`config.mk`:
```
export PLATFORM = sky130hd
export DESIGN_NAME = tcs_counters
export DESIGN_NICKNAME = d
export VERILOG_FILES = /design/src/logic/tcs_pkg.sv /design/src/logic/tcs_counters.sv
export SDC_FILE = /design/constraint.sdc
export NUM_CORES = 1
export LEC_CHECK = 0
export BUFFER_PORTS_ARGS = -buffer_cell sky130_fd_sc_hd__buf_2
export CORE_ASPECT_RATIO = 0.75
export CORE_MARGIN = 1.5
export CORE_UTILIZATION = 65
export DETAILED_ROUTE_END_ITERATION = 10
export PLACE_DENSITY = 0.83
export SYNTH_ARGS = -nofsm -noshare
export SYNTH_HDL_FRONTEND = slang
export SYNTH_SLANG_ARGS = --single-unit
```
`constraint.sdc`:
```
create_clock -name pclk -period 4.15 [get_ports pclk]
set_input_delay 0.6225 -clock pclk [delete_from_list [all_inputs] [get_ports pclk]]
set_output_delay 0.6225 -clock pclk [all_outputs]
set_load 0.005 [all_outputs]
```
`src/logic/tcs_pkg.sv`:
```
/*
 * tcs_pkg: constants shared by the transmit collision statistics block.
 * Assumes an APB slave with 32-bit data; each 16-bit half register takes one aligned word.
 */
package tcs_pkg;
	// printed register numbers are indexes; byte address is four times the index
	localparam logic [7:0] IDX_SINGLE_COL = 8'h10;
	localparam logic [7:0] IDX_EXCESS_COL = 8'h12;
	localparam logic [7:0] IDX_MULTI_COL = 8'h14;
	localparam logic [7:0] IDX_LATE_COL = 8'h17;
	localparam logic [7:0] IDX_TOTAL_COL = 8'h19;
	localparam logic [7:0] IDX_DEFER = 8'h1b;
	localparam logic [7:0] IDX_NO_CARRIER = 8'h1d;
	// control register holding the retry threshold and enables
	localparam logic [7:0] IDX_CTRL = 8'h20;
	localparam int NUM_CNT = 7;
	localparam int HALF_W = 16;
	localparam logic [7:0] EXCESS_LIMIT = 8'h10;
	localparam logic [7:0] THRESH_RESET = 8'h0f;
	localparam int CTRL_THRESH_LSB = 0;
	localparam int CTRL_TX_EN_BIT = 8;
	localparam int CTRL_HALF_DUPLEX_BIT = 9;
	localparam int SLOT_BIT_TIMES = 512;
	localparam logic [31:0] CNT_RESET = 32'h0000_0000;
	typedef enum logic [2:0] {
		TCS_SINGLE, TCS_EXCESS, TCS_MULTI, TCS_LATE, TCS_TOTAL, TCS_DEFER, TCS_NOCRS
	} tcs_cnt_t;
endpackage

```
`src/logic/tcs_counters.sv`:
```
/*
 * tcs_counters: seven 32-bit transmit statistics counters read over APB as 16-bit halves,
 * plus one control word that holds the retry threshold, transmit enable and half duplex.
 * The counters watch the transmit handshake of the attached LAN controller: a rise of
 * tx_en opens an attempt, tx_collision and tx_success are one-cycle pulses, and the
 * defer inputs are levels that stand while a pending frame is held back.
 * Retries of one frame share one collision tally; a new frame starts only when the
 * previous one has ended in success or in the excessive close.
 * The slave answers every access with one wait state, so ready, error and read data
 * all come from flops and nothing reaches an output through logic.
 * Assumes every input, bus and transmit side alike, is synchronous to pclk and settled
 * well before its rising edge.
 * Assumes presetn is asynchronous and active low; it clears every counter and returns
 * the control word to its reset value.
 * Assumes SLOT_CYCLES is the slot time expressed in pclk cycles for the running link
 * speed; it must fit the 16-bit slot timer.
 * Assumes software reads the high half first and accepts that the two halves are not
 * latched together: a counter that moves between the two reads can show a torn value.
 * Assumes a frame that stops without success below the excessive limit stays open, and
 * that its next rise of tx_en is then taken as a retry of that frame.
 * Assumes the no-carrier count is ignored by software while the link runs full duplex.
 */
// The APB interface to the registers was decided locally.
`timescale 1ns/1ps
`default_nettype none
// Behaviour
// - Each counter is 32 bits read as two halves, the higher index giving the low half and the lower index the high half.
// - Single-collision counts successful frames that saw exactly one collision.
// - Collision counters advance only with transmit enabled in half duplex and hold in full duplex.
// - Excessive-collision counts a frame once it reaches 16 collisions, provided the threshold is 16 or more.
// - With the retry threshold below 16 the excessive-collision counter never advances.
// - Multiple-collision counts successful frames with more than one but fewer than 16 collisions.
// - Late-collision counts a frame once when a collision comes after one slot time from the rise of its current attempt.
// - Total-collision adds every collision, clear or secured traffic alike.
// - Defer counts each time a pending frame cannot go at once for busy medium, gap, deferral, pause or link down.
// - Defer advances only with transmit enabled, in either duplex.
// - Defer ignores hold-off of streaming back-to-back frames caused only by the gap timer.
// - No-carrier counts successful frames without carrier within one slot time of transmit enable rising.
// - Carrier should be present through every transmission, its absence showing a link fault.
// - No-carrier advances only with transmit enabled and is meaningful only in half duplex.
// - Late-collision counts affected frames, not late collision events.
module tcs_counters #(
	parameter int SLOT_CYCLES = tcs_pkg::SLOT_BIT_TIMES
) (
	input wire logic pclk,
	input wire logic presetn,
	input wire logic psel,
	input wire logic penable,
	input wire logic pwrite,
	input wire logic [11:0] paddr,
	input wire logic [31:0] pwdata,
	input wire logic [3:0] pstrb,
	output logic [31:0] prdata,
	output logic pready,
	output logic pslverr,
	input wire logic tx_en,
	input wire logic crs,
	input wire logic tx_collision,
	input wire logic tx_success,
	input wire logic tx_secure,
	input wire logic defer_busy,
	input wire logic defer_ipg,
	input wire logic defer_hdx,
	input wire logic defer_xoff,
	input wire logic defer_link_down,
	input wire logic tx_streaming
);
	// refuse slot lengths that the 16-bit slot timer cannot hold
	if (SLOT_CYCLES < 1 || SLOT_CYCLES > 65535) begin : g_bad_slot
		$error("slot length out of range");
	end

	// counters and the control word
	logic [31:0] cnt_q [tcs_pkg::NUM_CNT];
	logic [7:0] thresh_q;
	logic tx_enabled_q;
	logic half_duplex_q;
	// state of the frame in flight
	logic tx_en_prev_q;
	logic [15:0] slot_cnt_q;
	logic in_frame_q;
	logic [7:0] col_cnt_q;
	logic late_seen_q;
	logic crs_seen_q;
	logic excess_done_q;
	logic defer_prev_q;
	// decisions and bus decode
	logic [tcs_pkg::NUM_CNT-1:0] inc;
	logic frame_start;
	logic new_frame;
	logic slot_over;
	logic defer_medium;
	logic defer_pause;
	logic defer_gap;
	logic defer_now;
	logic [7:0] col_next;
	logic [7:0] idx;
	logic access;
	logic ctrl_wr;
	logic mapped;

	// index of a word address; the upper address bits and low byte lanes are ignored
	function automatic logic [7:0] word_index(input logic [11:0] a);
		return a[9:2];
	endfunction

	// counter readout for one half register
	function automatic logic [15:0] half_of(input logic [31:0] v, input logic upper);
		return upper ? v[31:16] : v[15:0];
	endfunction

	// true for the fourteen half registers of the seven counters
	function automatic logic is_counter_index(input logic [7:0] i);
		logic hit;
		hit = 1'b0;
		unique case (i)
			tcs_pkg::IDX_SINGLE_COL, tcs_pkg::IDX_SINGLE_COL + 8'h01: hit = 1'b1;
			tcs_pkg::IDX_EXCESS_COL, tcs_pkg::IDX_EXCESS_COL + 8'h01: hit = 1'b1;
			tcs_pkg::IDX_MULTI_COL, tcs_pkg::IDX_MULTI_COL + 8'h01: hit = 1'b1;
			tcs_pkg::IDX_LATE_COL, tcs_pkg::IDX_LATE_COL + 8'h01: hit = 1'b1;
			tcs_pkg::IDX_TOTAL_COL, tcs_pkg::IDX_TOTAL_COL + 8'h01: hit = 1'b1;
			tcs_pkg::IDX_DEFER, tcs_pkg::IDX_DEFER + 8'h01: hit = 1'b1;
			tcs_pkg::IDX_NO_CARRIER, tcs_pkg::IDX_NO_CARRIER + 8'h01: hit = 1'b1;
			default: hit = 1'b0;
		endcase
		return hit;
	endfunction

	// readback of one index: a counter gives one half in the low bits, the control word its fields
	function automatic logic [31:0] read_word(input logic [7:0] i);
		logic [31:0] w;
		w = 32'h0000_0000;
		unique case (i)
			tcs_pkg::IDX_SINGLE_COL: w = {16'h0000, half_of(cnt_q[tcs_pkg::TCS_SINGLE], 1'b1)};
			tcs_pkg::IDX_SINGLE_COL + 8'h01: w = {16'h0000, half_of(cnt_q[tcs_pkg::TCS_SINGLE], 1'b0)};
			tcs_pkg::IDX_EXCESS_COL: w = {16'h0000, half_of(cnt_q[tcs_pkg::TCS_EXCESS], 1'b1)};
			tcs_pkg::IDX_EXCESS_COL + 8'h01: w = {16'h0000, half_of(cnt_q[tcs_pkg::TCS_EXCESS], 1'b0)};
			tcs_pkg::IDX_MULTI_COL: w = {16'h0000, half_of(cnt_q[tcs_pkg::TCS_MULTI], 1'b1)};
			tcs_pkg::IDX_MULTI_COL + 8'h01: w = {16'h0000, half_of(cnt_q[tcs_pkg::TCS_MULTI], 1'b0)};
			tcs_pkg::IDX_LATE_COL: w = {16'h0000, half_of(cnt_q[tcs_pkg::TCS_LATE], 1'b1)};
			tcs_pkg::IDX_LATE_COL + 8'h01: w = {16'h0000, half_of(cnt_q[tcs_pkg::TCS_LATE], 1'b0)};
			tcs_pkg::IDX_TOTAL_COL: w = {16'h0000, half_of(cnt_q[tcs_pkg::TCS_TOTAL], 1'b1)};
			tcs_pkg::IDX_TOTAL_COL + 8'h01: w = {16'h0000, half_of(cnt_q[tcs_pkg::TCS_TOTAL], 1'b0)};
			tcs_pkg::IDX_DEFER: w = {16'h0000, half_of(cnt_q[tcs_pkg::TCS_DEFER], 1'b1)};
			tcs_pkg::IDX_DEFER + 8'h01: w = {16'h0000, half_of(cnt_q[tcs_pkg::TCS_DEFER], 1'b0)};
			tcs_pkg::IDX_NO_CARRIER: w = {16'h0000, half_of(cnt_q[tcs_pkg::TCS_NOCRS], 1'b1)};
			tcs_pkg::IDX_NO_CARRIER + 8'h01: w = {16'h0000, half_of(cnt_q[tcs_pkg::TCS_NOCRS], 1'b0)};
			tcs_pkg::IDX_CTRL: w = {22'h000000, half_duplex_q, tx_enabled_q, thresh_q};
			default: w = 32'h0000_0000;
		endcase
		return w;
	endfunction

	// a rise of transmit enable opens a frame or a retry
	assign frame_start = tx_en && !tx_en_prev_q;
	// a rise with no frame open starts a fresh tally; a rise inside one is a retry
	assign new_frame = frame_start && !in_frame_q;
	// slot elapsed since the last rise; the timer stops there so it cannot wrap
	assign slot_over = slot_cnt_q >= 16'(SLOT_CYCLES);
	assign col_next = tx_collision ? col_cnt_q + 8'h01 : col_cnt_q;
	// medium held by another station, or a half-duplex deferral
	assign defer_medium = defer_busy || defer_hdx;
	// pause frame received, or no link
	assign defer_pause = defer_xoff || defer_link_down;
	// gap-only hold-off of a streaming burst is not a defer event
	assign defer_gap = defer_ipg && !tx_streaming;
	assign defer_now = defer_medium || defer_pause || defer_gap;
	// bus decode
	assign idx = word_index(paddr);
	assign access = psel && penable;
	// the control word is written at the access edge
	assign ctrl_wr = access && pwrite && idx == tcs_pkg::IDX_CTRL;
	// counter halves and the control word; everything else answers with an error
	assign mapped = is_counter_index(idx) || idx == tcs_pkg::IDX_CTRL;

	// transmit enable of the last cycle, for the rise that opens an attempt
	always_ff @(posedge pclk or negedge presetn) begin
		if (!presetn) begin
			tx_en_prev_q <= 1'b0;
		end else begin
			tx_en_prev_q <= tx_en;
		end
	end

	// defer condition of the last cycle; a cause that stands for long counts once
	always_ff @(posedge pclk or negedge presetn) begin
		if (!presetn) begin
			defer_prev_q <= 1'b0;
		end else begin
			defer_prev_q <= defer_now;
		end
	end

	// frame open from its first rise until success or the excessive close
	always_ff @(posedge pclk or negedge presetn) begin
		if (!presetn) begin
			in_frame_q <= 1'b0;
		end else if (new_frame) begin
			in_frame_q <= 1'b1;
		end else if (!frame_start && (tx_success || inc[tcs_pkg::TCS_EXCESS])) begin
			in_frame_q <= 1'b0;
		end
	end

	// slot timer restarts on every rise and stops once the slot is over
	always_ff @(posedge pclk or negedge presetn) begin
		if (!presetn) begin
			slot_cnt_q <= 16'h0000;
		end else if (frame_start) begin
			slot_cnt_q <= 16'h0000;
		end else if (!slot_over) begin
			slot_cnt_q <= slot_cnt_q + 16'h0001;
		end
	end

	// retries keep the collision tally; only a new frame clears it
	// it saturates, except that a collision in the cycle of a retry rise at 255 folds it back to 0
	always_ff @(posedge pclk or negedge presetn) begin
		if (!presetn) begin
			col_cnt_q <= 8'h00;
		end else if (new_frame) begin
			col_cnt_q <= 8'h00;
		end else if (frame_start || col_cnt_q != 8'hff) begin
			col_cnt_q <= col_next;
		end
	end

	// one late hit marks the frame so later ones are not counted again
	// the mark survives retries, as the count is of frames, not of hits
	always_ff @(posedge pclk or negedge presetn) begin
		if (!presetn) begin
			late_seen_q <= 1'b0;
		end else if (new_frame) begin
			late_seen_q <= 1'b0;
		end else if (!frame_start && tx_collision && slot_over) begin
			late_seen_q <= 1'b1;
		end
	end

	// carrier seen at the rise or anywhere inside the slot that follows it
	// every retry gets its own window, measured from its own rise
	always_ff @(posedge pclk or negedge presetn) begin
		if (!presetn) begin
			crs_seen_q <= 1'b0;
		end else if (frame_start) begin
			crs_seen_q <= crs;
		end else if (crs && !slot_over) begin
			crs_seen_q <= 1'b1;
		end
	end

	// excessive close counted once per frame
	always_ff @(posedge pclk or negedge presetn) begin
		if (!presetn) begin
			excess_done_q <= 1'b0;
		end else if (new_frame) begin
			excess_done_q <= 1'b0;
		end else if (!frame_start && inc[tcs_pkg::TCS_EXCESS]) begin
			excess_done_q <= 1'b1;
		end
	end

	// increment decisions for each counter
	always_comb begin
		inc = '0;
		if (tx_enabled_q && half_duplex_q) begin
			// exactly one collision before success
			inc[tcs_pkg::TCS_SINGLE] = tx_success && col_next == 8'h01;
			// more than one, fewer than the excessive limit
			inc[tcs_pkg::TCS_MULTI] = tx_success && col_next > 8'h01 &&
				col_next < tcs_pkg::EXCESS_LIMIT;
			// a threshold below the limit never lets a frame reach it
			inc[tcs_pkg::TCS_EXCESS] = in_frame_q && !excess_done_q &&
				col_next >= tcs_pkg::EXCESS_LIMIT &&
				thresh_q >= tcs_pkg::EXCESS_LIMIT;
			// once per frame, on first late hit
			inc[tcs_pkg::TCS_LATE] = tx_collision && slot_over && in_frame_q && !late_seen_q;
			// every collision, clear or secured traffic alike
			inc[tcs_pkg::TCS_TOTAL] = tx_collision;
		end
		if (tx_enabled_q) begin
			// rise of the combined defer condition, in either duplex
			inc[tcs_pkg::TCS_DEFER] = defer_now && !defer_prev_q;
			// carrier missing inside the first slot flags a link fault
			inc[tcs_pkg::TCS_NOCRS] = tx_success && !crs_seen_q && !(crs && !slot_over);
		end
	end

	// the counters; wrap on overflow is free from the adder
	// an event and its increment share one edge, so a read sees everything
	// up to the edge before its answer
	always_ff @(posedge pclk or negedge presetn) begin
		if (!presetn) begin
			for (int i = 0; i < tcs_pkg::NUM_CNT; i++) begin
				cnt_q[i] <= tcs_pkg::CNT_RESET;
			end
		end else begin
			for (int i = 0; i < tcs_pkg::NUM_CNT; i++) begin
				if (inc[i]) begin
					cnt_q[i] <= cnt_q[i] + 32'h0000_0001;
				end
			end
		end
	end

	// retry threshold; only byte lane 0 carries it
	always_ff @(posedge pclk or negedge presetn) begin
		if (!presetn) begin
			thresh_q <= tcs_pkg::THRESH_RESET;
		end else if (ctrl_wr && pstrb[0]) begin
			thresh_q <= pwdata[tcs_pkg::CTRL_THRESH_LSB +: 8];
		end
	end

	// transmit enable gates every counter
	always_ff @(posedge pclk or negedge presetn) begin
		if (!presetn) begin
			tx_enabled_q <= 1'b0;
		end else if (ctrl_wr && pstrb[1]) begin
			tx_enabled_q <= pwdata[tcs_pkg::CTRL_TX_EN_BIT];
		end
	end

	// half duplex gates the collision counters only
	always_ff @(posedge pclk or negedge presetn) begin
		if (!presetn) begin
			half_duplex_q <= 1'b0;
		end else if (ctrl_wr && pstrb[1]) begin
			half_duplex_q <= pwdata[tcs_pkg::CTRL_HALF_DUPLEX_BIT];
		end
	end

	// ready one cycle after the access edge; one wait state keeps every answer in a flop
	always_ff @(posedge pclk or negedge presetn) begin
		if (!presetn) begin
			pready <= 1'b0;
		end else begin
			pready <= access && !pready;
		end
	end

	// error with ready for an unmapped index or any write to a read-only counter
	always_ff @(posedge pclk or negedge presetn) begin
		if (!presetn) begin
			pslverr <= 1'b0;
		end else if (access && !pready) begin
			if (!mapped) begin
				pslverr <= 1'b1; // unmapped
			end else if (pwrite && idx != tcs_pkg::IDX_CTRL) begin
				pslverr <= 1'b1; // counters are read-only
			end else begin
				pslverr <= 1'b0;
			end
		end else begin
			pslverr <= 1'b0;
		end
	end

	// read data stands only in the answer cycle; halves are not latched together,
	// so a counter that moves between the two reads can tear
	always_ff @(posedge pclk or negedge presetn) begin
		if (!presetn) begin
			prdata <= 32'h0000_0000;
		end else if (access && !pready) begin
			prdata <= read_word(idx);
		end else begin
			prdata <= 32'h0000_0000;
		end
	end

	// clear and secured traffic count alike, so the secure flag is not needed
	logic unused_ok;
	assign unused_ok = &{1'b0, tx_secure, paddr[11:10], paddr[1:0], pwdata[31:16], pstrb[3:2]};
endmodule
`default_nettype wire

```
# == After elaboration in Yosys (flattened, before gate mapping) ==
# Memories as Yosys holds them, arrays and structs flattened.
# Index checks and enable logic that the tools add are counted.
# classes
add_sub_neg,9
magnitude_cmp,5
n_eq_ne,19
muxes,21
reduce_logical,52
# op_table
op,n
case mux 16 bit (15 select lines),1
"adder 32 x 1 -> 32 bit, second input constant",7
"== test 8 x 5 -> 1 bit, second input constant",14
2-to-1 mux 16 bit,2
2-to-1 mux 32 bit,1
logical AND 1 bit,28
2-to-1 mux 8 bit,3
"adder 16 x 1 -> 16 bit, second input constant",1
"greater-or-equal comparator 16 x 10 -> 1 bit, second input constant",1
"greater-or-equal comparator 8 x 5 -> 1 bit, second input constant",2
2-to-1 mux 1 bit,12
zero test 1 bit,11
nonzero test 2 bit,5
"adder 8 x 1 -> 8 bit, second input constant",1
"== test 8 x 1 -> 1 bit, second input constant",1
"== test 8 x 6 -> 1 bit, second input constant",1
"> comparator 8 x 1 -> 1 bit, second input constant",1
"less-than comparator 8 x 5 -> 1 bit, second input constant",1
"!= test 8 x 6 -> 1 bit, second input constant",1
"!= test 8 bit, second input constant",1
logical OR 1 bit,7
2-to-1 mux 5 bit,1
zero test 3 bit,1
2-to-1 mux 2 bit,1
"!= test 2 bit, second input constant",1
# totals
register_bits,298
rom_bits,32
n_memories,1
# mem_list
memory,depth,width,rd,rd_clocked_by_memory_dff,wr,line,source
(no name shown),32,1,1,0,0,tcs_counters.sv:116,unique case (i)

# == Longest topological paths before layout ==
# logic_depth
depth_word,10
depth_mapped,9

# == Worst setup path after synthesis ==
# No wires, ideal clock.
# synth_timing
path_type,in2reg
from,in paddr[4]
to,reg thresh_q[4]
setup_ps,125
t_arrival_ps,2477
slack_ps,1548
path_stages,7
cell_sequence,clkbuf_1 or2_2 clkbuf_1 nor4b_1 nor3b_1 nand2_1 mux2_2
# synth_via
elab_chain_len,3
# synth_lines
element,line,source
start: declaration,tcs_counters.sv:50,"input wire logic [11:0] paddr,"
== test 8 x 6 -> 1 bit,tcs_counters.sv:172,assign ctrl_wr = access && pwrite && idx == tcs_pkg::IDX_CTRL;
logical AND 1 bit,tcs_counters.sv:172,
logical AND 1 bit,tcs_counters.sv:310,end else if (ctrl_wr && pstrb[0]) begin
end signal: assignment,tcs_counters.sv:309,thresh_q <= tcs_pkg::THRESH_RESET;
end signal: assignment,tcs_counters.sv:311,thresh_q <= pwdata[tcs_pkg::CTRL_THRESH_LSB +: 8];
end: declaration,tcs_counters.sv:75,logic [7:0] thresh_q;
# Every way passes these cells.
# A chain may end at the register's enable or synchronous reset.

# == Worst setup path after layout ==
# layout_timing
from,reg tx_enabled_q
to,reg cnt_q[31] (netlist bit)
# layout_via
elab_chain_len,1
# layout_lines
element,line,source
start: declaration,tcs_counters.sv:76,logic tx_enabled_q;
start signal: assignment,tcs_counters.sv:320,tx_enabled_q <= pwdata[tcs_pkg::CTRL_TX_EN_BIT];
2-to-1 mux 2 bit,tcs_counters.sv:281,if (tx_enabled_q) begin
end signal: indexed assignment,tcs_counters.sv:295,cnt_q[i] <= tcs_pkg::CNT_RESET;
end signal: indexed assignment,tcs_counters.sv:300,cnt_q[i] <= cnt_q[i] + 32'h0000_0001;
end: declaration,tcs_counters.sv:74,logic [31:0] cnt_q [tcs_pkg::NUM_CNT];
# Every way passes these cells.

==> impl_metrics.tcl <==
set metrics [dict create \
    status "finished clean" \
    postRouteAntennaNets 0 \
    routedWlPerCell_um 24.16 \
    hold_class "in -> async" \
    core_area_um2 22050 \
    drt_iter0_markers 1735 \
    cts-root-buf "clkbuf_16" \
    clock_power_share_pct 44.0 \
    ys_async_sr_fraction_pct 100.0 \
    post-route-drc-count 0 \
    seqPwrFrac_pct 50.4 \
    p_sw_mw 1.365 \
    rows 47 \
    leakage_nw 7.071 \
    dr.pass1.iters 6 \
    die_w_um 176.2 \
    crit_path_end_kind "flip-flop" \
    synth-edff-count 0 \
    cts_setup_buffers 0 \
    area_growth_pct 10.08 \
    hpwlAfterDp_um 32320 \
    max_freq_ghz 0.3050 \
    totalWireLength_um 44170 \
    port_buffers 52 \
    die_area_um2 23410 \
    slew_headroom_pct 18.36 \
    antenna_found_initial 2 \
    setup_ws_ps 871.7 \
    grt_max_degree 91 \
    final_common_cell "dfrtp_1" \
    cts_buffers 27 \
    cp_num_buf_inv 0 \
    ys.flop_type "dfrtp_1" \
    place_ws_ps 949.1 \
    yosysUniqueCellTypes 63 \
    start_kind "flip-flop" \
    vias 12185 \
    comb_power_share_pct 5.6 \
    synth_seq_cells 282 \
    p_int_mw 4.243 \
    final_hold_viol_count 0 \
    h-tree-depth 1 \
    cp_top_family "simple AND/OR/NAND/NOR gates" \
    nNetsFinal 1588 \
    fillCellCount 1601 \
    regArea_um2 7062 \
    powerDensity_nw_per_um2 348.4 \
    synth_area_um2 14620 \
    max_cap_viol_count 0 \
    synth_seq_area_share_pct 48.29 \
    cp_data_arrival_time_ps 3750 \
    vdd_drop_max_mv 0.3313 \
    clk_latency_ps 570 \
    grtUsageTotal_pct 38.63 \
    critPathMaxFanout 12 \
    r2r_start "tx_enabled_q" \
    syn_inst 1464 \
    layout_common_cells "dfrtp_1 (278), xnor2_1 (153), nand2_1 (140)" \
    slew_violations 0 \
    layout-drive-gt1-share_pct 11.42 \
    setup_viol 0 \
    max_stage_delay_ps 870 \
    post_cts_resized 0 \
    grt_pass1_vias 11609 \
    critPathSlowestCell "a311oi_1" \
    dieHeight_um 132.9 \
    period_share_pct 79.00 \
    tightest_slew_ps 1220 \
    rsz0062_at_grt "no" \
    reg2reg_depth 6 \
    grt_first_pass_wirelength_um 67940 \
    cts_tree "yes" \
    period_minus_slack_ps 3278 \
    fin_skew_ps 25.41 \
    cp_data_required_time_ps 4620 \
    yosys_warnings 0 \
    ios 98 \
    avgViaCountPerCell 6.666 \
    synth.avg_cell_area_um2 9.988 \
    path_clk_slew_ps 60 \
    overflow 0 \
    gp_routability_congestion 1.033 \
    worst-setup-path-type "reg -> reg" \
    path_cells "nand3b_1 > a311oi_1 > nand2_1 > or4_1 > nor2_1 > xor2_1" \
    multi_input_area_um2 7196 \
    hold_buffers 0 \
    rrSetupSlack_ps 870 \
    clkSinkCount 282 \
    clockBufferDepth 3 \
    r2r_end "cnt_q[31]" \
    start_util_pct 66.31 \
    netSwitchingFraction_pct 24.34 \
    finalSetupTns_ps 0 \
]
==> synth_stat cells (13+ instances only) <==
library cell / n / area share [%]
dfrtp_1: 278 / 48
xnor2_1: 153 / 9.2
nand2_1: 140 / 3.6
nand3_1: 115 / 3.9
nor2_1: 106 / 2.7
xor2_1: 77 / 4.6
nand4_1: 61 / 2.6
clkbuf_1: 42 / 1.1
nor3_1: 38 / 1.3
a21oi_1: 35 / 1.2
and3_1: 34 / 1.5
o21ai_0: 34 / 1.2
a22oi_1: 31 / 1.6
mux2i_1: 31 / 2.1
inv_1: 27 / 0.69
mux2_2: 24 / 1.8
and4_1: 21 / 1.3
and2_1: 18 / 0.77
buf_4: 17 / 0.87
nand2b_1: 13 / 0.56
o22ai_1: 13 / 0.56
==> cell type report <==
cell class                 count  share of cell area [%]
timing repair buffer          79                   3.016
antenna                        1                 0.01555
multi-input combinational   1096                   44.70
inverter                      28                  0.6529
clock buffer                  36                   4.780
sequential                   282                   43.87
clock inverter                12                  0.6763
tap                          294                   2.285
==> kinds of logic (layout without fill, tap and decap cells) <==
| group | count (synthesis) | in the layout | share of synthesized area, % |
|---|---|---|---|
| xor+xnor | 230 | 230 | 13.78 |
| other cells | 1 | 17 | 0.02564 |
| buf+inv | 101 | 155 | 3.072 |
| mux | 59 | 59 | 4.586 |
| compound gates | 180 | 180 | 8.334 |
| flops | 282 | 282 | 48.29 |
| fa+ha+maj | 10 | 10 | 0.8557 |
| simple gates | 601 | 601 | 21.06 |
==> power groups by stage <==
stage          clock network (mW)  registers, mW  logic (mW)
3_3_place_gp                    0           2.87       0.296
2_1_floorplan                   0           2.86       0.187
5_1_grt                      2.58           2.83       0.342
3_5_place_dp                    0           2.87       0.305
4_1_cts                      2.47           2.83       0.307
6_report                     2.47           2.83       0.312
==> stage by stage <==
| step | cells | instance area, um2 | util, % | power [mW] | hold WS [ps] |
|---|---|---|---|---|---|
| 6_report | 1828 | 16100 | 72.99 | 5.608 | 27.14 |
| 5_1_grt | 1827 | 16090 | 72.98 | 5.750 | 75.05 |
| 4_1_cts | 1827 | 16090 | 72.98 | 5.604 | 65.32 |
| 3_5_place_dp | 1779 | 15220 | 69.00 | 3.180 | 460.6 |
| 3_3_place_gp | 1779 | 15220 | 69.00 | 3.169 | 449.6 |
| 2_1_floorplan | 1479 | 14680 | - | 3.047 | 326.9 |
==> per-layer routing <==
| layer | GRT usage, % | part of all wire [%] |
|---|---|---|
| met5 | 0 | 0.029 |
| met4 | 13.44 | 4.0 |
| met3 | 13.42 | 14 |
| met2 | 56.06 | 43 |
| met1 | 54.04 | 39 |
==> flip-flops by register name, summed over array words and instances, names as in the netlist <==
name           cells
thresh_q           8
excess_done_q      1
cnt_q            224
tx_en_prev_q       1
tx_enabled_q       1
pready             1
pslverr            1
defer_prev_q       1
col_cnt_q          8
late_seen_q        1
half_duplex_q      1
in_frame_q         1
slot_cnt_q        16
prdata            16
crs_seen_q         1
==> worst max-delay path by stage <==
stage | start | end | slack (ps) | cells past startpoint
global placement | tx_collision | cnt_q[188] | 990 | 7
global route | col_cnt_q[0] | cnt_q[158] | 740 | 7
finish | tx_enabled_q | cnt_q[31] | 870 | 6
detailed placement | tx_collision | cnt_q[158] | 950 | 7
CTS | tx_enabled_q | cnt_q[31] | 1060 | 6
floorplan | paddr[4] | thresh_q[4] | 1550 | 7
Note: power is estimated with default switching activity, not from simulation.
